==> src/design/serial_ctrl_pkg.sv <==
// shared constants for the host serial port and strap control block
package serial_ctrl_pkg;
   // ====================================================================
   // frame layout
   localparam int unsigned ADDR_WIDTH = 5;   // register address bits
   localparam int unsigned DATA_WIDTH = 8;   // register data bits
   localparam int unsigned NUM_REGS   = 32;  // command register count
   localparam int unsigned NUM_CHAN   = 3;   // line channels
   // bit count of a frame: rw flag, address, then data
   localparam int unsigned FRAME_BITS = 1 + ADDR_WIDTH + DATA_WIDTH;
   localparam int unsigned BIT_CNT_W  = 4;
   // position of the rw flag in the frame, first bit on the wire
   localparam logic [BIT_CNT_W-1:0] RW_BIT_POS   = 4'h0;
   localparam logic [BIT_CNT_W-1:0] ADDR_END_POS = 4'h5;
   localparam logic [BIT_CNT_W-1:0] LAST_POS     = 4'hd;
   // rw flag value meaning read
   localparam logic RW_READ = 1'b1;
   // ====================================================================
   // reset values
   localparam logic [DATA_WIDTH-1:0] REG_DEFAULT = 8'h00;
   // ====================================================================
   // frame state machine, gray coded along idle, address, data
   typedef enum logic [1:0] {
      FR_IDLE = 2'b00,
      FR_ADDR = 2'b01,
      FR_DATA = 2'b11,
      FR_DONE = 2'b10
   } frame_state_t;
endpackage

==> src/design/pin_sync.sv <==
// three-stage synchroniser with agreement filter for one pin
`timescale 1ns/1ps
`default_nettype none
module pin_sync #(
   parameter logic RESET_LEVEL = 1'b0  // level shown during reset
) (
   input  wire logic clock,
   input  wire logic sys_rst,
   input  wire logic pinIn,
   output var  logic levelOut
);
   // ====================================================================
   // synchroniser stages
   logic stage1Reg;  // metastable stage, read by stage2 only
   logic stage2Reg;
   logic stage3Reg;

   // shift chain, every edge
   always_ff @(posedge clock or posedge sys_rst) begin
      if (sys_rst) begin
         stage1Reg <= RESET_LEVEL;
         stage2Reg <= RESET_LEVEL;
         stage3Reg <= RESET_LEVEL;
      end else begin
         stage1Reg <= pinIn;
         stage2Reg <= stage1Reg;
         stage3Reg <= stage2Reg;
      end
   end

   // filtered level changes only once stage2 and stage3 agree
   always_ff @(posedge clock or posedge sys_rst) begin
      if (sys_rst) begin
         levelOut <= RESET_LEVEL;
      end else if (stage2Reg == stage3Reg) begin
         levelOut <= stage3Reg;
      end
   end
endmodule
`default_nettype wire

==> src/design/host_serial_and_strap_control.sv <==
// mode-shared pins: host serial port or hardware strap decode
`timescale 1ns/1ps
`default_nettype none
// Notes on behaviour
// - shared pins follow host or hardware mode
// - chip select and register reset idle high
// - bypass high selects plain ami coding
// - bypass low selects zero substitution per rate
// - one bypass setting covers all channels
// - serial input captured on clock rising edge
// - read data changes on clock falling edge
// - per channel receiver shutdown when high
// - register reset low restores register defaults
// - invert select high inverts clock, falling launch
// - invert select low launches on rising edge
module host_serial_and_strap_control
   import serial_ctrl_pkg::*;
(
   input  wire logic                                   clock,
   input  wire logic                                   sys_rst,
   input  wire logic                                   hostMode,
   input  wire logic                                   chipSelectPin_n,
   input  wire logic                                   serialClockPin,
   input  wire logic                                   serialDataPin,
   input  wire logic                                   registerResetPin_n,
   input  wire logic                                   receiverShutdownCh2,
   input  wire logic [serial_ctrl_pkg::NUM_CHAN-1:0]   channelE3Rate,
   input  wire logic [serial_ctrl_pkg::ADDR_WIDTH-1:0] regViewAddr,
   output var  logic                                   serial_out,
   output var  logic                                   serialOutEnable_n,
   output var  logic                                   line_code_bypass,
   output var  logic [serial_ctrl_pkg::NUM_CHAN-1:0]   hdb3Select,
   output var  logic [serial_ctrl_pkg::NUM_CHAN-1:0]   b3zsSelect,
   output var  logic [serial_ctrl_pkg::NUM_CHAN-1:0]   receiverShutdown,
   output var  logic                                   recovered_clock_invert,
   output var  logic [serial_ctrl_pkg::DATA_WIDTH-1:0] regViewData,
   output var  logic                                   writeStrobe
);
   import serial_ctrl_pkg::*;

   // ====================================================================
   // pin synchronisers
   logic csLevel;     // filtered chip select, active low
   logic sclkLevel;   // filtered serial clock
   logic sdiLevel;    // filtered serial data / ch0 shutdown
   logic rrLevel;     // filtered register reset / clock invert
   logic off2Level;   // filtered ch2 shutdown
   logic modeLevel;   // filtered mode strap

   // pull-ups modelled by resetting these filters high
   pin_sync #(.RESET_LEVEL(1'b1)) csSync (
      .clock    (clock),
      .sys_rst  (sys_rst),
      .pinIn    (chipSelectPin_n),
      .levelOut (csLevel)
   );
   pin_sync #(.RESET_LEVEL(1'b1)) rrSync (
      .clock    (clock),
      .sys_rst  (sys_rst),
      .pinIn    (registerResetPin_n),
      .levelOut (rrLevel)
   );
   pin_sync #(.RESET_LEVEL(1'b0)) sclkSync (
      .clock    (clock),
      .sys_rst  (sys_rst),
      .pinIn    (serialClockPin),
      .levelOut (sclkLevel)
   );
   pin_sync #(.RESET_LEVEL(1'b0)) sdiSync (
      .clock    (clock),
      .sys_rst  (sys_rst),
      .pinIn    (serialDataPin),
      .levelOut (sdiLevel)
   );
   pin_sync #(.RESET_LEVEL(1'b0)) off2Sync (
      .clock    (clock),
      .sys_rst  (sys_rst),
      .pinIn    (receiverShutdownCh2),
      .levelOut (off2Level)
   );
   pin_sync #(.RESET_LEVEL(1'b0)) modeSync (
      .clock    (clock),
      .sys_rst  (sys_rst),
      .pinIn    (hostMode),
      .levelOut (modeLevel)
   );

   // ====================================================================
   // serial clock edge detection
   logic sclkPrevReg;  // last filtered clock level
   logic sclkRise;
   logic sclkFall;
   logic portActive;   // host mode and selected

   always_ff @(posedge clock or posedge sys_rst) begin
      if (sys_rst) begin
         sclkPrevReg <= 1'b0;
      end else begin
         sclkPrevReg <= sclkLevel;
      end
   end

   assign sclkRise   = sclkLevel & ~sclkPrevReg;
   assign sclkFall   = ~sclkLevel & sclkPrevReg;
   // the serial port only exists in host mode
   assign portActive = modeLevel & ~csLevel;

   // ====================================================================
   // frame receiver
   frame_state_t               stateReg;
   logic [BIT_CNT_W-1:0]       bitCntReg;   // bits taken so far
   logic                       readReg;     // frame is a read
   logic [ADDR_WIDTH-1:0]      addrReg;     // shifted address
   logic [DATA_WIDTH-1:0]      dataReg;     // shifted write data
   logic [DATA_WIDTH-1:0]      regs [NUM_REGS];  // command registers
   logic [DATA_WIDTH-1:0]      shiftOutReg; // read data being returned
   logic                       regReset;    // host register reset active

   // register reset only counts in host mode; pin doubles as invert
   assign regReset = modeLevel & ~rrLevel;

   // bit capture on rising serial clock
   always_ff @(posedge clock or posedge sys_rst) begin
      if (sys_rst) begin
         stateReg  <= FR_IDLE;
         bitCntReg <= '0;
         readReg   <= 1'b0;
         addrReg   <= '0;
         dataReg   <= '0;
      end else if (!portActive) begin
         // deselect drops any partial frame
         stateReg  <= FR_IDLE;
         bitCntReg <= '0;
      end else if (sclkRise) begin
         bitCntReg <= bitCntReg + 4'h1;
         case (stateReg)
            FR_IDLE: begin
               // first bit is read/write flag
               readReg <= (sdiLevel == RW_READ);
               stateReg <= FR_ADDR;
            end
            FR_ADDR: begin
               addrReg <= {addrReg[ADDR_WIDTH-2:0], sdiLevel};
               if (bitCntReg == ADDR_END_POS) begin
                  stateReg <= FR_DATA;
               end
            end
            FR_DATA: begin
               dataReg <= {dataReg[DATA_WIDTH-2:0], sdiLevel};
               if (bitCntReg == LAST_POS) begin
                  stateReg <= FR_DONE;
               end
            end
            FR_DONE: begin
               // extra clocks ignored until deselect
               stateReg <= FR_DONE;
            end
            default: begin
               stateReg <= FR_IDLE;
            end
         endcase
      end
   end

   // write commit one cycle after the frame completes
   logic commitReg;  // pending write flag
   always_ff @(posedge clock or posedge sys_rst) begin
      if (sys_rst) begin
         commitReg <= 1'b0;
      end else begin
         commitReg <= portActive && sclkRise && stateReg == FR_DATA
                      && bitCntReg == LAST_POS && !readReg;
      end
   end

   // command register array, per entry
   genvar gi;
   generate
      for (gi = 0; gi < NUM_REGS; gi++) begin : regEntry
         always_ff @(posedge clock or posedge sys_rst) begin
            if (sys_rst) begin
               regs[gi] <= REG_DEFAULT;
            end else if (regReset) begin
               regs[gi] <= REG_DEFAULT;
            end else if (commitReg && addrReg == ADDR_WIDTH'(gi)) begin
               regs[gi] <= dataReg;
            end
         end
      end
   endgenerate

   // write strobe to the register consumers
   always_ff @(posedge clock or posedge sys_rst) begin
      if (sys_rst) begin
         writeStrobe <= 1'b0;
      end else begin
         writeStrobe <= commitReg & ~regReset;
      end
   end

   // register view for the rest of the chip
   always_ff @(posedge clock or posedge sys_rst) begin
      if (sys_rst) begin
         regViewData <= REG_DEFAULT;
      end else begin
         regViewData <= regs[regViewAddr];
      end
   end

   // ====================================================================
   // read data return, changes on falling serial clock
   always_ff @(posedge clock or posedge sys_rst) begin
      if (sys_rst) begin
         shiftOutReg       <= '0;
         serial_out        <= 1'b0;
         serialOutEnable_n <= 1'b1;
      end else if (!portActive || !readReg || stateReg != FR_DATA) begin
         // not driving outside the data phase of a read
         serialOutEnable_n <= 1'b1;
      end else if (sclkFall) begin
         serial_out        <= shiftOutReg[DATA_WIDTH-1];
         shiftOutReg       <= {shiftOutReg[DATA_WIDTH-2:0], 1'b0};
         serialOutEnable_n <= 1'b0;
      end else if (serialOutEnable_n) begin
         // address is complete and no fall has come yet: fetch the word
         // now so the first falling edge already has the msb ready
         shiftOutReg <= regs[addrReg];
      end
   end

   // ====================================================================
   // hardware mode straps; host mode leaves them at the quiet defaults
   always_ff @(posedge clock or posedge sys_rst) begin
      if (sys_rst) begin
         line_code_bypass       <= 1'b0;
         recovered_clock_invert <= 1'b0;
         receiverShutdown       <= '0;
      end else if (modeLevel) begin
         // host mode: pins belong to the serial port
         line_code_bypass       <= 1'b0;
         recovered_clock_invert <= 1'b0;
         receiverShutdown       <= '0;
      end else begin
         line_code_bypass       <= csLevel;
         // high inverts clock and launches on fall, low on rise
         recovered_clock_invert <= rrLevel;
         receiverShutdown <= {off2Level, sclkLevel, sdiLevel};
      end
   end

   // per channel coder choice; one bypass governs every channel
   generate
      for (gi = 0; gi < NUM_CHAN; gi++) begin : coderSel
         always_ff @(posedge clock or posedge sys_rst) begin
            if (sys_rst) begin
               hdb3Select[gi] <= 1'b0;
               b3zsSelect[gi] <= 1'b0;
            end else begin
               // modes use the filtered straps directly, no added lag
               hdb3Select[gi] <= ~modeLevel & ~csLevel
                                 & channelE3Rate[gi];
               b3zsSelect[gi] <= ~modeLevel & ~csLevel
                                 & ~channelE3Rate[gi];
            end
         end
      end
   endgenerate
endmodule
`default_nettype wire

==> config.mk <==
export PLATFORM = sky130hd
export DESIGN_NAME = host_serial_and_strap_control
export DESIGN_NICKNAME = d
export VERILOG_FILES = /design/src/design/serial_ctrl_pkg.sv /design/src/design/pin_sync.sv /design/src/design/host_serial_and_strap_control.sv
export SDC_FILE = /design/constraint.sdc
export NUM_CORES = 1
export LEC_CHECK = 0
export BUFFER_PORTS_ARGS = -buffer_cell sky130_fd_sc_hd__buf_2
export CORE_MARGIN = 3
export CORE_UTILIZATION = 40
export DETAILED_ROUTE_END_ITERATION = 10
export HOLD_SLACK_MARGIN = 0.08
export PLACE_DENSITY_LB_ADDON = 0.3
export SETUP_SLACK_MARGIN = 0.2
export SLEW_MARGIN = 10
export SYNTH_ARGS = -nofsm -noshare
export SYNTH_HDL_FRONTEND = slang
export SYNTH_SLANG_ARGS = --single-unit
==> constraint.sdc <==
create_clock -name clock -period 13.6 [get_ports clock]
set_input_delay 1.36 -clock clock [delete_from_list [all_inputs] [get_ports clock]]
set_output_delay 1.36 -clock clock [all_outputs]
set_load 0.03 [all_outputs]
==> summary.md <==
| Metric | Value |
|---|---|
| Status | complete, no violations |
| DR vias/cell | between 6 and 7 |
| Diode count | 0 |
| Layout Utilization | 45.1% |
| Chip Width | 214 µm |
| CTS tree | built |
| Worst slew pin tran | 1.40 ns |
| Post-synth net total | 1558 |
| Critical Path Start Type | register |
| Total number of vias | between 10k and 15k |
| Post-layout min period | 3.62 ns |
| Share of layout cells above drive strength 1 | between 10% and 20% |
| Global-route wire length before repair | 80500 µm |
| Critical path class | register to register |
| Nets@finish | 1512 |
| # rows | 75 |
| Die height | 214 µm |
| Post-Route WL | 52200 µm |
| Syn_area_per_cell | between 10 and 15 µm² |
| Worst Path Max Fanout | 37 |
| Area contributors post-synth | dfrtp_1 (47%), mux4_2 (16%), mux2i_1 (7.5%) |
| Clock slew at reported path FFs | approximately 0.060 ns |
| # setup viols final | 0 |
| Met1 WL | approximately 22000 µm |
| Unique masters post-synth | 49 |
| Slew Viols, Final | 0 |
| PD cells | about 120 mW/mm² |
| Setup bufs post-CTS | 0 |
| Max cap viols | 0 |
| Seq cells post-synth | 332 |
| Core Region | 0.0423 mm² |
| Mapped cell area | 0.0173 mm² |
| Worst VDD drop | 134 µV |
| Area Overhead vs Synth | 10.5% |
| Fmax | 276 MHz |
| Buffers on Ports | 37 |
| Worst endpoint required time | roughly 14 ns |
| Boundary pin count | 38 |
| Die ar. | 0.0457 mm² |
| CTS Sinks | 332 |
| Hold Buf Count CTS | 0 |
| Final ANT Viol Nets | 0 |
| Area leader, netlist | dfrtp_1 |
| Seq/Total Area, Yosys | approximately 48% |
| Highest metal used | met4 |
| Tcrit/Tclk final | 26.6% |
| Critical Path AT | 4.03 ns |
| Global-route usage over all layers | 23.2% |
| Total gr overflow | 0 |
| Final Skew | roughly 0.019 ns |
| CTS Buf Count | 38 |
| Top-area cell type share of the netlist area | 46.8% |
| Clk root buf | clkbuf_16 |
| Placer Congestion | 0.856 |
| Post-DP HPWL | around 31000 µm |
| DRT iter0 DRCs | 1297 |
| Yosys Warn Count | 0 |
| Vias in the first global route | ~13k |
| WL met2 | 23500 µm |
| Unrepaired setup endpoints after global routing | no |
| Drt pass-1 iters | 5 |
| Hold/Removal Path Class | register to register |
| Initial Util | 40.8% |
| WL per Instance | 24.8 µm |
| Leakage power total | 7.88 nW |
| Initial antenna violation count | 0 |
| Residual DRC | 0 |
| Most common cell after layout, fill and taps aside | dfrtp_1 |
| Slew HR | roughly 6.4% |
| Routed wl met3 | 5020 µm |
| Most frequent cells in the layout | dfrtp_1 (321), nand2_1 (189), a21oi_1 (169) |
| Setup tns final | 0 ns |
| Mapped Cells | 1540 |
| Fill count | 3848 |
| Post-CTS sizing | 0 |
| Clock Path Buffers | 3 |
| H-tree Lvls | 2 |
| Setup crit end kind | register |
| Final hold violation count | 0 |
| Largest net degree at the start of global routing | 258 |
| Clk_lat worst skew | 0.55 ns |
-- cells by family (layout without fill, tap and decap cells) --
logic type,after synthesis,after routing,synth area share (%)
simple gates,449,449,11.7
flops,332,332,48.1
compound gates,307,307,9.96
mux,279,279,25.3
buf+inv,162,146,4.21
fa+ha+maj,8,8,0.492
xor+xnor,3,3,0.152
-- worst paths after layout --
| check | start | to | slack [ns] | depth (start not counted) |
|---|---|---|---|---|
| max | addrReg[1] | shiftOutReg[2] | 9.98 | 6 |
| min | sdiSync.stage1Reg | sdiSync.stage2Reg | 0.35 | 0 |
| max reg2reg | addrReg[1] | shiftOutReg[2] | 9.98 | 6 |
| min reg2reg | sdiSync.stage1Reg | sdiSync.stage2Reg | 0.35 | 0 |
| max in group asynchronous | sys_rst | regs[193] | 10.32 | 4 |
| min in group asynchronous | sys_rst | sdiSync.stage1Reg | 0.94 | 2 |
-- through the flow --
step | worst slack [ns] | hold WS (ns) | power [mW] | cell area (µm²) | cells
2_1_floorplan | 3.06 | 0.331 | 1.13 | 17300 | 1540
3_3_place_gp | 9.55 | 0.336 | 1.16 | 17800 | 2031
3_5_place_dp | 9.46 | 0.335 | 1.16 | 17800 | 2031
4_1_cts | 9.93 | 0.348 | 2.22 | 19100 | 2101
5_1_grt | 9.87 | 0.354 | 2.27 | 19100 | 2101
6_report | 9.98 | 0.345 | 2.20 | 19100 | 2101
-- power breakdown --
group | total, mW | internal [mW] | switching [mW]
combinational | 0.126 | 0.0373 | 0.0889
sequential | 1.02 | 0.999 | 0.0170
clock | 1.06 | 0.638 | 0.423
-- sequential cells by signal (all words and copies together) (netlist names), 2 cells and up --
register	flops
addrReg	5
b3zsSelect	3
bitCntReg	4
dataReg	8
hdb3Select	3
receiverShutdown	3
regViewData	8
regs	256
shiftOutReg	8
stateReg	2
-- routing by layer --
layer	up-vias	GRT usage [%]
li1	5505	-
met1	6677	32.0
met2	635	34.7
met3	107	6.88
met4	0	9.32
met5	-	0.627
-- cell usage after synthesis, drive strengths merged --
library cell and count:
o31ai 8, nor4 2, mux2i 129, nor4b 2, a21oi 169, a2111oi 4, o221ai 12, or3b 1
nor2b 11, nor3b 1, o21ai 74, or3 2, nand3b 3, inv 4, nand4 4, and2 6
nand2 189, ha 2, nor2 108, or4 2, dfrtp 323, xnor2 1, a211oi 11, o22ai 8
dfstp 9, a31oi 1, nand4b 3, nand2b 6, mux2 26, nand3 99, buf 58, mux4 124
a22o 12, clkbuf 99, maj3 6, a211o 1, a22oi 7, nor4bb 2, nor3 8, xor2 2
clkinv 1
-- cell type report --
class                      instances  area [µm²]  share of cell area [%]
clock inverter                    10         134                   0.701
multi-input combinational       1046        8290                    43.4
timing repair buffer              71         455                    2.38
tap                              577         722                    3.78
inverter                           5        26.3                   0.138
clock buffer                      60        1150                    6.01
sequential                       332        8330                    43.6
-- critical path: stages, from the launching register on --
cell and delay [ns]:
dfrtp_4 0.83, buf_4 0.57, buf_4 0.51, mux4_2 0.56, mux2_2 0.28, a2111oi_0 0.58, o31ai_1 0.12
No activity file was read; power rests on OpenSTA's default activity.
